==> src/msar_pkg.sv <==
// Constants shared by the modem status and alarm report block.
// Assumes one system clock and an APB master with 32-bit data.
package msar_pkg;

    // ****************************************************
    // Register map (byte addresses)
    // ****************************************************
    localparam int          ADDR_W        = 8;
    localparam logic [7:0]  ADR_CTRL      = 8'h00;
    localparam logic [7:0]  ADR_LIVE      = 8'h04;
    localparam logic [7:0]  ADR_LATCH     = 8'h08;
    localparam logic [7:0]  ADR_DROP      = 8'h0C;
    localparam logic [7:0]  ADR_RPT_IDX   = 8'h10;
    localparam logic [7:0]  ADR_RPT_DATA  = 8'h14;

    // ****************************************************
    // Framing modes held in the control register
    // ****************************************************
    localparam logic [2:0]  FRM_T1_D4     = 3'h0;
    localparam logic [2:0]  FRM_T1_ESF    = 3'h1;
    localparam logic [2:0]  FRM_E1_FAS    = 3'h2;
    localparam logic [2:0]  FRM_E1_PCM30  = 3'h3;
    localparam logic [2:0]  FRM_E1_PCM30C = 3'h4;
    localparam int          CTRL_CRC_BIT  = 3;

    // ****************************************************
    // Control source codes
    // ****************************************************
    localparam logic [7:0]  SRC_PANEL     = 8'h00;
    localparam logic [7:0]  SRC_TERMINAL  = 8'h01;
    localparam logic [7:0]  SRC_COMPUTER  = 8'h02;

    // ****************************************************
    // Polarity and valid-bit masks of the alarm bytes
    // ****************************************************
    localparam logic [7:0]  TX_LOCK_MASK  = 8'h3C;
    localparam logic [5:0]  CLK_ACT_MASK  = 6'h0F;
    localparam logic [5:0]  COM1_MASK     = 6'h37;
    localparam logic [7:0]  BWD_MASK      = 8'h0F;

    // ****************************************************
    // Report byte positions
    // ****************************************************
    localparam logic [4:0]  RPT_MODE      = 5'h00;
    localparam logic [4:0]  RPT_TX        = 5'h01;
    localparam logic [4:0]  RPT_CLK       = 5'h02;
    localparam logic [4:0]  RPT_COM1      = 5'h03;
    localparam logic [4:0]  RPT_COM2      = 5'h04;
    localparam logic [4:0]  RPT_LTX       = 5'h05;
    localparam logic [4:0]  RPT_LCOM1     = 5'h06;
    localparam logic [4:0]  RPT_LCOM2     = 5'h07;
    localparam logic [4:0]  RPT_DROP      = 5'h08;
    localparam logic [4:0]  RPT_ONLINE    = 5'h09;
    localparam logic [4:0]  RPT_BWD       = 5'h0A;
    localparam logic [4:0]  RPT_MANT_HI   = 5'h0B;
    localparam logic [4:0]  RPT_MANT_LO   = 5'h0C;
    localparam logic [4:0]  RPT_EXP       = 5'h0D;
    localparam logic [4:0]  RPT_SYM3      = 5'h0F;
    localparam logic [4:0]  RPT_SYM2      = 5'h10;
    localparam logic [4:0]  RPT_SYM1      = 5'h11;
    localparam logic [4:0]  RPT_SYM0      = 5'h12;
    localparam logic [4:0]  RPT_LCLK      = 5'h13;
    localparam logic [4:0]  RPT_LDROP     = 5'h16;
    localparam logic [4:0]  RPT_LAST      = 5'h1A;

endpackage

==> src/msar_sync.sv <==
// Two-stage synchroniser for a bundle of pin levels.
// Assumes each bit is a slow level; bits are not coherent to each other.
`timescale 1ns/10ps
module msar_sync
    import msar_pkg::*;
#(
    parameter int W = 8
) (
    // Clock and reset
    input  wire logic         pclk,
    input  wire logic         presetn,
    // Levels
    input  wire logic [W-1:0] async_in,
    output logic      [W-1:0] sync_out
);

    logic [W-1:0] meta_r;
    logic [W-1:0] meta_nxt;
    logic [W-1:0] sync_nxt;

    // Only the second stage is read outside this module.
    always_comb begin
        meta_nxt = async_in;
        sync_nxt = meta_r;
    end

    always_ff @(posedge pclk or negedge presetn) begin
        if (!presetn) begin
            meta_r   <= '0;
            sync_out <= '0;
        end else begin
            meta_r   <= meta_nxt;
            sync_out <= sync_nxt;
        end
    end

endmodule

==> src/msar_sticky.sv <==
// Sticky fault bits with write-one-to-clear.
// Assumes set and clear are single-cycle terms on the same clock.
`timescale 1ns/10ps
module msar_sticky
    import msar_pkg::*;
#(
    parameter int W = 8
) (
    // Clock and reset
    input  wire logic         pclk,
    input  wire logic         presetn,
    // Set by faults, cleared by software
    input  wire logic [W-1:0] set_in,
    input  wire logic [W-1:0] clr_in,
    output logic      [W-1:0] q_r
);

    logic [W-1:0] q_nxt;

    // A fault in the clearing cycle sets the bit again, so none is lost.
    always_comb begin
        q_nxt = (q_r & ~clr_in) | set_in;
    end

    always_ff @(posedge pclk or negedge presetn) begin
        if (!presetn) begin
            q_r <= '0;
        end else begin
            q_r <= q_nxt;
        end
    end

endmodule

==> src/msar_report.sv <==
// Status and alarm report of a satellite modulator, read over APB.
// Assumes alarm pins are asynchronous levels and status words are on pclk.
`timescale 1ns/10ps
module msar_report
    import msar_pkg::*;
(
    // Clock and reset
    input  wire logic              pclk,
    input  wire logic              presetn,
    // APB slave
    input  wire logic              psel,
    input  wire logic              penable,
    input  wire logic              pwrite,
    input  wire logic [ADDR_W-1:0] paddr,
    input  wire logic [31:0]       pwdata,
    output logic      [31:0]       prdata,
    output logic                   pready,
    output logic                   pslverr,
    // Alarm pins
    input  wire logic [7:0]        tx_alarm_in,
    input  wire logic [5:0]        clk_alarm_in,
    input  wire logic [5:0]        com1_alarm_in,
    input  wire logic [2:0]        com2_alarm_in,
    input  wire logic [7:0]        drop_alarm_in,
    input  wire logic [3:0]        bwd_alarm_in,
    // Status words from modem logic
    input  wire logic [1:0]        ctrl_src_in,
    input  wire logic              online_in,
    input  wire logic [15:0]       ber_mant_in,
    input  wire logic [7:0]        ber_exp_in,
    input  wire logic [31:0]       sym_rate_in
);

    // ****************************************************
    // Pin synchronisers
    // ****************************************************
    logic [7:0] tx_s;
    logic [5:0] clk_s;
    logic [5:0] com1_s;
    logic [2:0] com2_s;
    logic [7:0] drop_s;
    logic [3:0] bwd_s;

    msar_sync #(.W(35)) u_sync (
        .pclk     (pclk),
        .presetn  (presetn),
        .async_in ({tx_alarm_in, clk_alarm_in, com1_alarm_in,
                    com2_alarm_in, drop_alarm_in, bwd_alarm_in}),
        .sync_out ({tx_s, clk_s, com1_s, com2_s, drop_s, bwd_s})
    );

    // ****************************************************
    // Control register
    // ****************************************************
    logic [2:0] frm_mode_r;
    logic [2:0] frm_mode_nxt;
    logic       crc_en_r;
    logic       crc_en_nxt;
    logic       wr_go;
    logic       rd_go;
    logic       setup;

    // A write lands only at the completing edge of the access phase.
    assign setup = psel & ~penable;
    assign wr_go = psel & penable & pready & pwrite;
    assign rd_go = psel & penable & pready & ~pwrite;

    always_comb begin
        frm_mode_nxt = frm_mode_r;
        crc_en_nxt   = crc_en_r;
        if (wr_go && paddr == ADR_CTRL) begin
            frm_mode_nxt = pwdata[2:0];
            crc_en_nxt   = pwdata[CTRL_CRC_BIT];
        end
    end

    always_ff @(posedge pclk or negedge presetn) begin
        if (!presetn) begin
            frm_mode_r <= FRM_T1_D4;
            crc_en_r   <= 1'b0;
        end else begin
            frm_mode_r <= frm_mode_nxt;
            crc_en_r   <= crc_en_nxt;
        end
    end

    // ****************************************************
    // Live bytes and framing validity
    // ****************************************************
    logic       is_e1;
    logic       mf_ok;
    logic       crc_ok;
    logic       fas;
    logic [7:0] tx_live;
    logic [7:0] clk_live;
    logic [7:0] com1_live;
    logic [7:0] com2_live;
    logic [7:0] drop_live;

    // Bits that mean nothing in the current framing read as zero.
    always_comb begin
        fas    = (frm_mode_r == FRM_E1_FAS);
        is_e1  = fas || frm_mode_r == FRM_E1_PCM30 || frm_mode_r == FRM_E1_PCM30C;
        mf_ok  = frm_mode_r == FRM_E1_PCM30 || frm_mode_r == FRM_E1_PCM30C;
        crc_ok = frm_mode_r == FRM_T1_ESF || (is_e1 && crc_en_r);
        tx_live   = tx_s;
        clk_live  = {2'b00, clk_s};
        com1_live = {2'b00, com1_s & COM1_MASK};
        com2_live = {5'b00000, com2_s};
        drop_live = {drop_s[7:6], drop_s[5] & ~fas, drop_s[4:3],
                     drop_s[2] & crc_ok, drop_s[1] & mf_ok, drop_s[0]};
    end

    // ****************************************************
    // Latched fault bytes
    // ****************************************************
    logic [7:0] tx_fail;
    logic [5:0] clk_fail;
    logic [5:0] com1_fail;
    logic [2:0] com2_fail;
    logic [7:0] lat_tx;
    logic [5:0] lat_clk;
    logic [5:0] lat_com1;
    logic [2:0] lat_com2;
    logic [2:0] lat_drop;
    logic [31:0] clr_lat;
    logic [2:0]  clr_drop;

    // Lock and activity bits are inverted so every latched bit means fail.
    always_comb begin
        tx_fail   = tx_live ^ TX_LOCK_MASK;
        clk_fail  = clk_s ^ CLK_ACT_MASK;
        com1_fail = com1_s & COM1_MASK;
        com2_fail = {~com2_s[2], ~com2_s[1], com2_s[0]};
        clr_lat   = (wr_go && paddr == ADR_LATCH) ? pwdata : 32'h0000_0000;
        clr_drop  = (wr_go && paddr == ADR_DROP) ? pwdata[10:8] : 3'h0;
    end

    msar_sticky #(.W(8)) u_lat_tx (
        .pclk    (pclk),
        .presetn (presetn),
        .set_in  (tx_fail),
        .clr_in  (clr_lat[7:0]),
        .q_r     (lat_tx)
    );

    msar_sticky #(.W(6)) u_lat_clk (
        .pclk    (pclk),
        .presetn (presetn),
        .set_in  (clk_fail),
        .clr_in  (clr_lat[13:8]),
        .q_r     (lat_clk)
    );

    msar_sticky #(.W(6)) u_lat_com1 (
        .pclk    (pclk),
        .presetn (presetn),
        .set_in  (com1_fail),
        .clr_in  (clr_lat[21:16]),
        .q_r     (lat_com1)
    );

    msar_sticky #(.W(3)) u_lat_com2 (
        .pclk    (pclk),
        .presetn (presetn),
        .set_in  (com2_fail),
        .clr_in  (clr_lat[26:24]),
        .q_r     (lat_com2)
    );

    // Only frame, multiframe and CRC lock faults are held.
    msar_sticky #(.W(3)) u_lat_drop (
        .pclk    (pclk),
        .presetn (presetn),
        .set_in  (drop_live[2:0]),
        .clr_in  (clr_drop),
        .q_r     (lat_drop)
    );

    // ****************************************************
    // Report byte stream
    // ****************************************************
    logic [4:0] rpt_idx_r;
    logic [4:0] rpt_idx_nxt;
    logic [7:0] rpt_byte;

    // Multi-byte fields go most significant byte first; gaps read zero.
    always_comb begin
        rpt_byte = 8'h00;
        unique case (rpt_idx_r)
            RPT_MODE:    rpt_byte = {6'h00, ctrl_src_in};
            RPT_TX:      rpt_byte = tx_live;
            RPT_CLK:     rpt_byte = clk_live;
            RPT_COM1:    rpt_byte = com1_live;
            RPT_COM2:    rpt_byte = com2_live;
            RPT_LTX:     rpt_byte = lat_tx;
            RPT_LCOM1:   rpt_byte = {2'b00, lat_com1};
            RPT_LCOM2:   rpt_byte = {5'h00, lat_com2};
            RPT_DROP:    rpt_byte = drop_live;
            RPT_ONLINE:  rpt_byte = {7'h00, online_in};
            RPT_BWD:     rpt_byte = {4'h0, bwd_s};
            RPT_MANT_HI: rpt_byte = ber_mant_in[15:8];
            RPT_MANT_LO: rpt_byte = ber_mant_in[7:0];
            RPT_EXP:     rpt_byte = ber_exp_in;
            RPT_SYM3:    rpt_byte = sym_rate_in[31:24];
            RPT_SYM2:    rpt_byte = sym_rate_in[23:16];
            RPT_SYM1:    rpt_byte = sym_rate_in[15:8];
            RPT_SYM0:    rpt_byte = sym_rate_in[7:0];
            RPT_LCLK:    rpt_byte = {2'b00, lat_clk};
            RPT_LDROP:   rpt_byte = {drop_live[7:3], lat_drop};
            default:     rpt_byte = 8'h00;
        endcase
    end

    // Reading the data port steps the index and wraps after the last byte.
    always_comb begin
        rpt_idx_nxt = rpt_idx_r;
        if (wr_go && paddr == ADR_RPT_IDX) begin
            rpt_idx_nxt = pwdata[4:0];
        end else if (rd_go && paddr == ADR_RPT_DATA) begin
            rpt_idx_nxt = (rpt_idx_r >= RPT_LAST) ? RPT_MODE : rpt_idx_r + 5'h01;
        end
    end

    always_ff @(posedge pclk or negedge presetn) begin
        if (!presetn) begin
            rpt_idx_r <= RPT_MODE;
        end else begin
            rpt_idx_r <= rpt_idx_nxt;
        end
    end

    // ****************************************************
    // APB answer
    // ****************************************************
    logic [31:0] prdata_nxt;
    logic        pready_nxt;
    logic        pslverr_nxt;
    logic        hit;

    // Read data is captured in the setup cycle, so every access has one
    // wait-free access cycle; the latency is fixed at two edges.
    always_comb begin
        hit = paddr inside {ADR_CTRL, ADR_LIVE, ADR_LATCH, ADR_DROP,
                            ADR_RPT_IDX, ADR_RPT_DATA};
        pready_nxt  = setup;
        pslverr_nxt = setup & ~hit;
        prdata_nxt  = prdata;
        if (setup) begin
            prdata_nxt = 32'h0000_0000;
            if (!pwrite) begin
                unique case (paddr)
                    ADR_CTRL:     prdata_nxt = {28'h0, crc_en_r, frm_mode_r};
                    ADR_LIVE:     prdata_nxt = {com2_live, com1_live, clk_live, tx_live};
                    ADR_LATCH:    prdata_nxt = {5'h00, lat_com2, 2'b00, lat_com1,
                                                2'b00, lat_clk, lat_tx};
                    ADR_DROP:     prdata_nxt = {16'h0, drop_live[7:3], lat_drop, drop_live};
                    ADR_RPT_IDX:  prdata_nxt = {27'h0, rpt_idx_r};
                    ADR_RPT_DATA: prdata_nxt = {24'h0, rpt_byte};
                    default:      prdata_nxt = 32'h0000_0000;
                endcase
            end
        end
    end

    always_ff @(posedge pclk or negedge presetn) begin
        if (!presetn) begin
            prdata  <= 32'h0000_0000;
            pready  <= 1'b0;
            pslverr <= 1'b0;
        end else begin
            prdata  <= prdata_nxt;
            pready  <= pready_nxt;
            pslverr <= pslverr_nxt;
        end
    end
endmodule

==> config.mk <==
export PLATFORM = sky130hd
export DESIGN_NAME = msar_report
export DESIGN_NICKNAME = d
export VERILOG_FILES = /design/src/msar_pkg.sv /design/src/msar_sync.sv /design/src/msar_sticky.sv /design/src/msar_report.sv
export SDC_FILE = /design/constraint.sdc
export NUM_CORES = 1
export LEC_CHECK = 0
export BUFFER_PORTS_ARGS = -buffer_cell sky130_fd_sc_hd__buf_4
export CAP_MARGIN = 0
export CORE_MARGIN = 3
export CORE_UTILIZATION = 33
export DETAILED_ROUTE_END_ITERATION = 10
export REMOVE_ABC_BUFFERS = 1
export SETUP_SLACK_MARGIN = 0.05
export SYNTH_ARGS = -nofsm -noshare
export SYNTH_HDL_FRONTEND = slang
export SYNTH_SLANG_ARGS = --single-unit
export TNS_END_PERCENT = 20
==> constraint.sdc <==
create_clock -name pclk -period 3.2 [get_ports pclk]
set_clock_uncertainty 0.2 [all_clocks]
set_input_delay 0.48 -clock pclk [delete_from_list [all_inputs] [get_ports pclk]]
set_output_delay 0.48 -clock pclk [all_outputs]
set_load 0.03 [all_outputs]
-- Yosys cells after proc, flatten, opt, wreduce, memory -nomap -nowiden
Cells that the tools add are included.
- bits in registers: 139
- logic and storage cells: 97
- bits in writable memories: 0
- output and inout bits: 34
- input port bits: 139
- bits in read-only memories: 0
- memories kept: 0
- bits in latches: 0
- multiplexer cells: 8
- eq/ne operators: 28
- div/mod/pow operators: 0
- $mul: 0
- add/subtract/negate cells: 1
- shift-type cells: 0
- reduce and logical (&&, ||, !) cells: 14
- bitwise operators: 32
- magnitude comparators: 1
- operators with widths (cell ; count):
    case mux 27 bit (6 select lines) ; 1
    case mux 8 bit (20 select lines) ; 1
    two-way mux 27 bit ; 2
    equality test 5 x 4 -> 1 bit, second input constant ; 7
    equality test 5 bit, second input constant ; 5
    equality test 5 x 3 -> 1 bit, second input constant ; 4
    equality test 8 x 4 -> 1 bit, second input constant ; 2
    equality test 8 x 5 -> 1 bit, second input constant ; 2
    two-way mux 5 bit ; 3
    AND 6 bit ; 2
    inverter 6 bit ; 2
    OR 6 bit ; 2
    equality test 5 x 2 -> 1 bit, second input constant ; 2
    AND 1 bit ; 9
    AND 8 bit ; 1
    equality test 8 x 3 -> 1 bit, second input constant ; 1
    logical NOT 8 bit ; 1
    inverter 4 bit ; 2
    inverter 8 bit ; 1
    OR 8 bit ; 1
    AND 3 bit ; 2
    equality test 3 x 2 -> 1 bit, second input constant ; 2
    logical AND 1 bit ; 6
    inverter 1 bit ; 6
    12 further kinds ; 17

-- Depth between registers and ports, before layout
Gate-level depths: netlist (run 1).
- depth after elaboration: 9
- depth in mapped cells: 10
- gate-level depth less buffers: 7

-- Cells and area by module
From an unflattened synthesis (run 1), not the netlist that was laid out.
- cell total of the unflattened synthesis: 578
- area total of the unflattened synthesis: 6237.2 µm²
- modules (own cells, without submodules) (module ; cells each ; area each (µm²) ; seq. area each (µm²) ; instances):
    msar_report ; 430 ; 3542.1 ; 900.9 ; 1
    msar_sync ; 70 ; 1751.7 ; 1751.7 ; 1
    msar_sticky at u_lat_clk ... ; 18 ; 217.7 ; 150.1 ; 2
    msar_sticky at u_lat_tx ; 24 ; 290.3 ; 200.2 ; 1
    msar_sticky at u_lat_com2 ... ; 9 ; 108.9 ; 75.1 ; 2

-- Worst setup path after synthesis (run 1)
No wires, ideal clock.
- path type: reg-to-reg
- start: register rpt_idx_r[2]
- end: register prdata[0]
- setup time: 159 ps
- data required time: 2841 ps
- cell stages (with the launch flop): 9
- path buffers: 4
- data arrival time: 2375 ps
- setup slack: 466 ps
- period minus slack after synthesis: 2734 ps
- path through: dfrtp_1 > clkbuf_1 > clkbuf_1 > clkbuf_1 > and3_1 > ha_1 > clkbuf_1 > o41ai_1 > o21ai_0
- cells in the longest elaborated chain, start to end: 4
- elaborated cells on any way between the ends: 23
- those cells by class: eq/ne (19); mux (3); reduce/logical (1)
- RTL lines (element ; line ; text):
    start, declared ; msar_report.sv:183 ; logic [4:0] rpt_idx_r;
    start signal, assigned ; msar_report.sv:229 ; rpt_idx_r <= rpt_idx_nxt;
    equality test 5 bit (tied with other cells) ; msar_report.sv:190 ; unique case (rpt_idx_r)
    case mux 8 bit (20 select lines) (*) ; msar_report.sv:190 ;
    case mux 27 bit (6 select lines) (*) ; msar_report.sv:252 ; unique case (paddr)
    two-way mux 27 bit (*) ; msar_report.sv:251 ; if (!pwrite) begin
    end signal, assigned ; msar_report.sv:272 ; prdata <= prdata_nxt;
    end, declared ; msar_report.sv:16 ; output logic [31:0] prdata,
Mark *: on every way between the ends. The rest lies on a longest branch, timed or not.
A chain may end at the register's enable or synchronous reset.

-- Worst setup path in the final report (run 1)
- start: register rpt_idx_r[0]
- end: register prdata[6]
Same word-level chain as after synthesis.

==> impl_metrics.tcl, run 1 <==
set metrics [dict create \
    path_cells "ha_1 -> and3_1 -> ha_1 -> o41ai_1 -> buf_4 -> o21ai_0" \
    synth-main-ff-cell "dfrtp_1" \
    synth-seq-area-share_pct 53.8 \
    async_reset_ff_share_pct 100 \
    synth_top_area_share_pct 53.8 \
    drtAntennaViolNets 0 \
    crit_slowest_cell "o41ai_1" \
    p_sw_share_pct 25.2 \
    synth_top_cells_by_area "dfrtp_1 54%, nand2_1 4.4%, mux2i_1 3.6%, a22oi_1 3.3%, o21ai_0 3.1%" \
    ff_latch_area_um2 3250 \
    dpl_worst_slack_ns 0.411 \
    cts_tree "built" \
    synth_seq_cells 130 \
    drive_above_1_share_pct 31.7 \
    dp_hpwl_mm 15.8 \
    cts_root_buffer "clkbuf_16" \
    first_pass_iters 5 \
    io_buffer_count 155 \
    vias_per_cell 5.35 \
    cp-end-kind "register" \
    antenna_found_initial 0 \
    htreeDepth 4 \
    startpoint_type "register" \
    drt-total-wl_mm 21.5 \
    clkTransAtPathRegs_ns 0.06 \
    worstPathMaxFanout 10 \
    wl_per_cell_um 21.5 \
    synth_warnings 0 \
    p_seq_share_pct 44.5 \
    via_count 5352 \
    setup-violations-final 0 \
    powerDensity_nw_per_um2 460 \
    place_area_um2 7530 \
    worst_slack_ns 0.390 \
    place.gp.congestion 0.928 \
    postCtsSetupRepairBufs 0 \
    period_share_pct 87.8 \
    fillers 1700 \
    maxSlewHeadroom_pct 39.3 \
    hold_viol 26 \
    hold_slack_ns -0.0471 \
    power_switching_w 0.000976 \
    maxCapViolations 0 \
    drt-initial-drc-count 423 \
    nNetsFinal 907 \
    synth_top_area_cell "dfrtp_1" \
    cts_buffer_depth 2 \
    violations "negative hold slack" \
    vdd_drop_max_uv 433 \
    cts_buffers 17 \
    grt_pass1_vias 5574 \
    die_x_um 141 \
    crit_arrival_ns 2.89 \
    num_antenna_cells 0 \
    syn-cell-area_um2 6050 \
    required_ns 3.28 \
    die_area_um2 20000 \
    syn_inst 566 \
    clk_latency_ns 0.42 \
    fmax_mhz 356 \
    worst-slew-pin-transition_ns 0.899 \
    fp.dieH_um 141 \
    row_count 48 \
    clockPowerShare_pct 47.1 \
    multiInputGateArea_um2 2570 \
    tns_ns 0 \
    p_leak_nw 3.68 \
    core_area_um2 17600 \
    hold_class "in2async" \
    final_area_um2 8420 \
    synth_area_per_cell_um2 10.7 \
    drc_errors 0 \
    grt_max_degree 131 \
    fin_util_pct 47.9 \
    critPathBufInv 1 \
    clkSinkCount 130 \
    pin_count 173 \
    grt_pass1_wl_mm 33.0 \
    synth.distinct_cells 65 \
    internal_power_w 0.00290 \
    syn_to_final_growth_pct 39.2 \
    grt.total_usage_pct 21.9 \
    slew_violations 0 \
    initial_core_util_pct 34.4 \
    cp_top_family "compound AO/OA/AOI/OAI gates" \
    status "finished with violations" \
    rsz0062_at_grt "no" \
    fin_crit_ns 2.81 \
    p_comb_share_pct 8.5 \
    grt-ovfl-total 0 \
    critPathMostFrequentCell "ha_1" \
    path_class "reg2reg" \
    synth_edf_count 0 \
    cpPeakStageDelay_ns 0.65 \
]
==> cells in the final DEF, fill, tap and decap left out, types with 17 or more instances in the layout <==
cell type        n
a21oi_1         17
buf_4          180
mux2i_1         22
nor2_1          17
nand2_1         71
o21ai_0         38
a22oi_1         27
clkbuf_16       17
dlygate4sd3_1   34
dfrtp_1        130
==> area by class of cell <==
class                   count  area share, %
flip-flops and latches    130           38.6
multi-input cells         386           30.6
repair buffers            215           20.3
clock buffers              18           5.21
well taps                 225           3.34
clock inverters            14           1.37
inverters                  13          0.579
==> layer usage <==
layer  vias to the layer above  global-route usage (%)  share of wire [%]
met3                        26                    4.18                6.4
met4                         0                    6.36                1.9
met2                       211                    35.1                 49
li1                       2458                       -                  -
met1                      2657                    30.4                 43
met5                         -                       0                  0
==> power by group through the flow <==
| stage | Combinational (W) | Clock, W | Sequential (W) |
|---|---|---|---|
| finish | 0.000329 | 0.00182 | 0.00172 |
| detailed placement | 0.000297 | 0 | 0.00175 |
| CTS | 0.000331 | 0.00187 | 0.00172 |
| global route | 0.000356 | 0.00194 | 0.00173 |
| floorplan | 0.0000752 | 0 | 0.00174 |
| global placement | 0.000294 | 0 | 0.00175 |
==> kinds of logic after synthesis <==
| logic type | Yosys count | synth area share, % |
|---|---|---|
| and+or+nand+nor | 178 | 15.9 |
| AOI/OAI and AO/OA | 162 | 18.9 |
| DFF | 130 | 53.8 |
| buffers and inverters | 56 | 4.09 |
| muxes | 34 | 6.24 |
| adders and majority gates | 5 | 1.03 |
| other | 1 | 0.0620 |
==> metrics by stage <==
stage          power, W  instances
3_5_place_dp    0.00205        935
3_3_place_gp    0.00204        935
4_1_cts         0.00393       1001
5_1_grt         0.00403       1001
2_1_floorplan   0.00182        529
6_report        0.00387       1001
==> sequential cells by signal, summed over array words and instances, names as in the netlist, 3 cells and up <==
name / flops
rpt_idx_r: 5
u_lat_tx.q_r: 8
u_sync.sync_out: 34
u_lat_com1.q_r: 6
prdata: 25
u_lat_com2.q_r: 3
u_sync.meta_r: 34
u_lat_drop.q_r: 3
frm_mode_r: 3
u_lat_clk.q_r: 6
==> cell usage after synthesis (all sizes together) (5+ instances only) <==
library cell	n
nor4bb	7
a21bo	11
a21o	15
clkbuf	28
buf	15
a22oi	27
o22ai	6
o21ai	38
inv	12
nand3	12
nand2b	6
mux2i	22
and3	6
nor3	10
dfrtp	130
a211oi	5
nand3b	5
a22o	9
ha	5
a21oi	17
nor2b	15
nor2	17
nand2	71
mux2	10
==> repair_timing <==
item                                   CTS  global route
endpoints found under the hold margin   34             0
resized for setup                        0             0
hold buffers                            34             0
==> final timing paths <==
kind	start	endpoint	slack [ns]	cells after the start
worst min-delay path	presetn	u_sync.meta_r[13]	-0.05	2
min in group pclk	pwdata[19]	u_lat_com1.q_r[3]	0.05	2
worst min register to register	u_sync.meta_r[2]	u_sync.sync_out[2]	0.15	0
worst max-delay path	rpt_idx_r[0]	prdata[6]	0.39	6
max in group asynchronous	presetn	u_lat_tx.q_r[4]	2.31	2
worst max register to register	rpt_idx_r[0]	prdata[6]	0.39	6
Note: power is estimated with default switching activity, not from simulation.
==> inputs of run 2 (changes only) <==
--- a/config.mk
+++ b/config.mk
@@ -9,7 +9,9 @@
 export CAP_MARGIN = 0
 export CORE_MARGIN = 3
 export CORE_UTILIZATION = 33
+export CTS_CLUSTER_DIAMETER = 80
 export DETAILED_ROUTE_END_ITERATION = 10
+export PLACE_DENSITY_LB_ADDON = 0.12
 export REMOVE_ABC_BUFFERS = 1
 export SETUP_SLACK_MARGIN = 0.05
 export SYNTH_ARGS = -nofsm -noshare
==> run 2 against run 1 <==
- the flow now finishes without violations
- first-iteration DRC count is 17% higher
- flip-flop and latch count stayed put
- utilization is 0.47 points higher
- clock power is 9% higher
- via count is 0.77% higher
- total power is 4.4% higher
==> impl_metrics.tcl, run 2 (synthesis results as in run 1) <==
set metrics [dict create \
    status "finished clean" \
    multiInputGateArea_um2 2580 \
    clkSinkCount 130 \
    fillers 1637 \
    final_cell_mix "183 x buf_4, 130 x dfrtp_1, 71 x nand2_1" \
    post_cts_resized 0 \
    crit_arrival_ns 2.75 \
    drt-total-wl_mm 22.2 \
    via_count 5393 \
    period_share_pct 82.9 \
    grt-ovfl-total 0 \
    io_buffer_count 155 \
    vdd_drop_max_uv 388 \
    drtAntennaViolNets 0 \
    critPathMostFrequentCell "o21ai_0" \
    place.gp.congestion 0.942 \
    grt.total_usage_pct 22.4 \
    path_cells "buf_4 -> and3b_1 -> o21ai_0 -> nand4_1 -> nor4_1 -> o21ai_0" \
    cts_tree "built" \
    fp.dieH_um 141 \
    clkTransAtPathRegs_ns 0.06 \
    hold_slack_ns 0.0539 \
    hold_viol 0 \
    maxCapViolations 0 \
    p_comb_share_pct 8.3 \
    worst_slack_ns 0.548 \
    num_antenna_cells 0 \
    postCtsSetupRepairBufs 0 \
    pin_count 173 \
    fin_crit_ns 2.65 \
    cp-end-kind "register" \
    antenna_found_initial 0 \
    worstPathMaxFanout 19 \
    row_count 48 \
    dpl_worst_slack_ns 0.459 \
    wl_per_cell_um 22.1 \
    initial_core_util_pct 34.4 \
    grt_pass1_vias 5632 \
    drive_above_1_share_pct 31.5 \
    final_common_cell "buf_4" \
    final_area_um2 8510 \
    syn_to_final_growth_pct 40.6 \
    dpl.cell_count 938 \
    core_area_um2 17600 \
    p_leak_nw 3.71 \
    grt_max_degree 57 \
    fmax_mhz 377 \
    slew_violations 0 \
    vias_per_cell 5.37 \
    htreeDepth 4 \
    rsz0062_at_grt "no" \
    powerDensity_nw_per_um2 475 \
    place_area_um2 7560 \
    required_ns 3.30 \
    cts_root_buffer "clkbuf_16" \
    die_area_um2 20000 \
    final_cells 1005 \
    worst-slew-pin-transition_ns 0.778 \
    startpoint_type "register" \
    setup-violations-final 0 \
    clockPowerShare_pct 49.1 \
    power_switching_w 0.000911 \
    dp_hpwl_mm 16.1 \
    p_seq_share_pct 42.6 \
    cts_buffers 17 \
    fin_util_pct 48.3 \
    crit_slowest_cell "dfrtp_1" \
    cpPeakStageDelay_ns 0.84 \
    ff_latch_area_um2 3250 \
    hold_class "in2reg" \
    maxSlewHeadroom_pct 47.7 \
    nNetsFinal 911 \
    drc_errors 0 \
    p_sw_share_pct 22.5 \
    largestRegisters "u_sync.meta_r: 34 flops, u_sync.sync_out: 34 flops, prdata: 25 flops" \
    die_x_um 141 \
    drt-initial-drc-count 496 \
    cts_buffer_depth 2 \
    grt_pass1_wl_mm 33.1 \
    first_pass_iters 5 \
    clk_latency_ns 0.42 \
    internal_power_w 0.00313 \
    path_class "reg2reg" \
]
run 2: cell count changes in the layout (fill, tap and decap cells not counted), moves of 2 or more:
cell	change
buf_4	+3
bufinv_16	+3
clkbuf_1	+4
clkinv_4	-2
inv_6	-8
run 2: power by group through the flow:
stage / sequential, W / combinational [W] / clock (W)
after floorplan: 0.00174 / 0.0000752 / 0
after CTS: 0.00172 / 0.000337 / 0.00203
after detailed placement: 0.00175 / 0.000301 / 0
final: 0.00172 / 0.000335 / 0.00199
after global routing: 0.00173 / 0.000363 / 0.00209
after global placement: 0.00175 / 0.000300 / 0
run 2: what timing repair did:
item / 4_1_cts / 5_1_grt
setup endpoints to repair: 0 / 0
hold buffers: 35 / 0
endpoints found under the hold margin: 68 / 0
run 2: critical path, delay by kind of cell (launching register included):
| kind | cells | cell delay [ns] |
|---|---|---|
| flops | 1 | 0.84 |
| simple gates | 3 | 0.77 |
| buf+inv | 1 | 0.33 |
| compound gates | 2 | 0.38 |
run 2: cell type report:
class                           instances  share of cell area, %
Sequential cell                       130                   38.2
Multi-Input combinational cell        386                   30.3
Timing Repair Buffer                  219                   20.5
Clock buffer                           23                   5.50
Tap cell                              225                   3.31
Clock inverter                          9                   1.53
Inverter                               13                  0.574
run 2: path summary, 6_finish.rpt:
kind                                        start             endpoint  slack, ns  cells after the start
worst max-delay path                 rpt_idx_r[2]            prdata[0]       0.55                      6
worst min-delay path                   pwdata[19]    u_lat_com1.q_r[3]       0.05                      2
worst max register to register       rpt_idx_r[2]            prdata[0]       0.55                      6
worst min register to register  u_sync.meta_r[21]  u_sync.sync_out[21]       0.15                      0
max in group asynchronous                 presetn    u_sync.meta_r[26]       1.70                      3
min in group asynchronous                 presetn           prdata[17]       0.37                      2
run 2: routing by layer:
metal  global-route usage (%)  part of all wire, %  up-vias
met2                     34.8                   46      238
li1                         -                    -     2460
met4                     7.32                  2.6        0
met5                        0                    0        -
met3                     5.80                  7.2       34
met1                     30.6                   44     2661
run 2: stage by stage:
step | TNS, ns | total power (W)
after floorplan | -6.57 | 0.00182
after global placement | 0 | 0.00205
after detailed placement | 0 | 0.00205
after CTS | 0 | 0.00408
after global routing | 0 | 0.00418
final | 0 | 0.00404
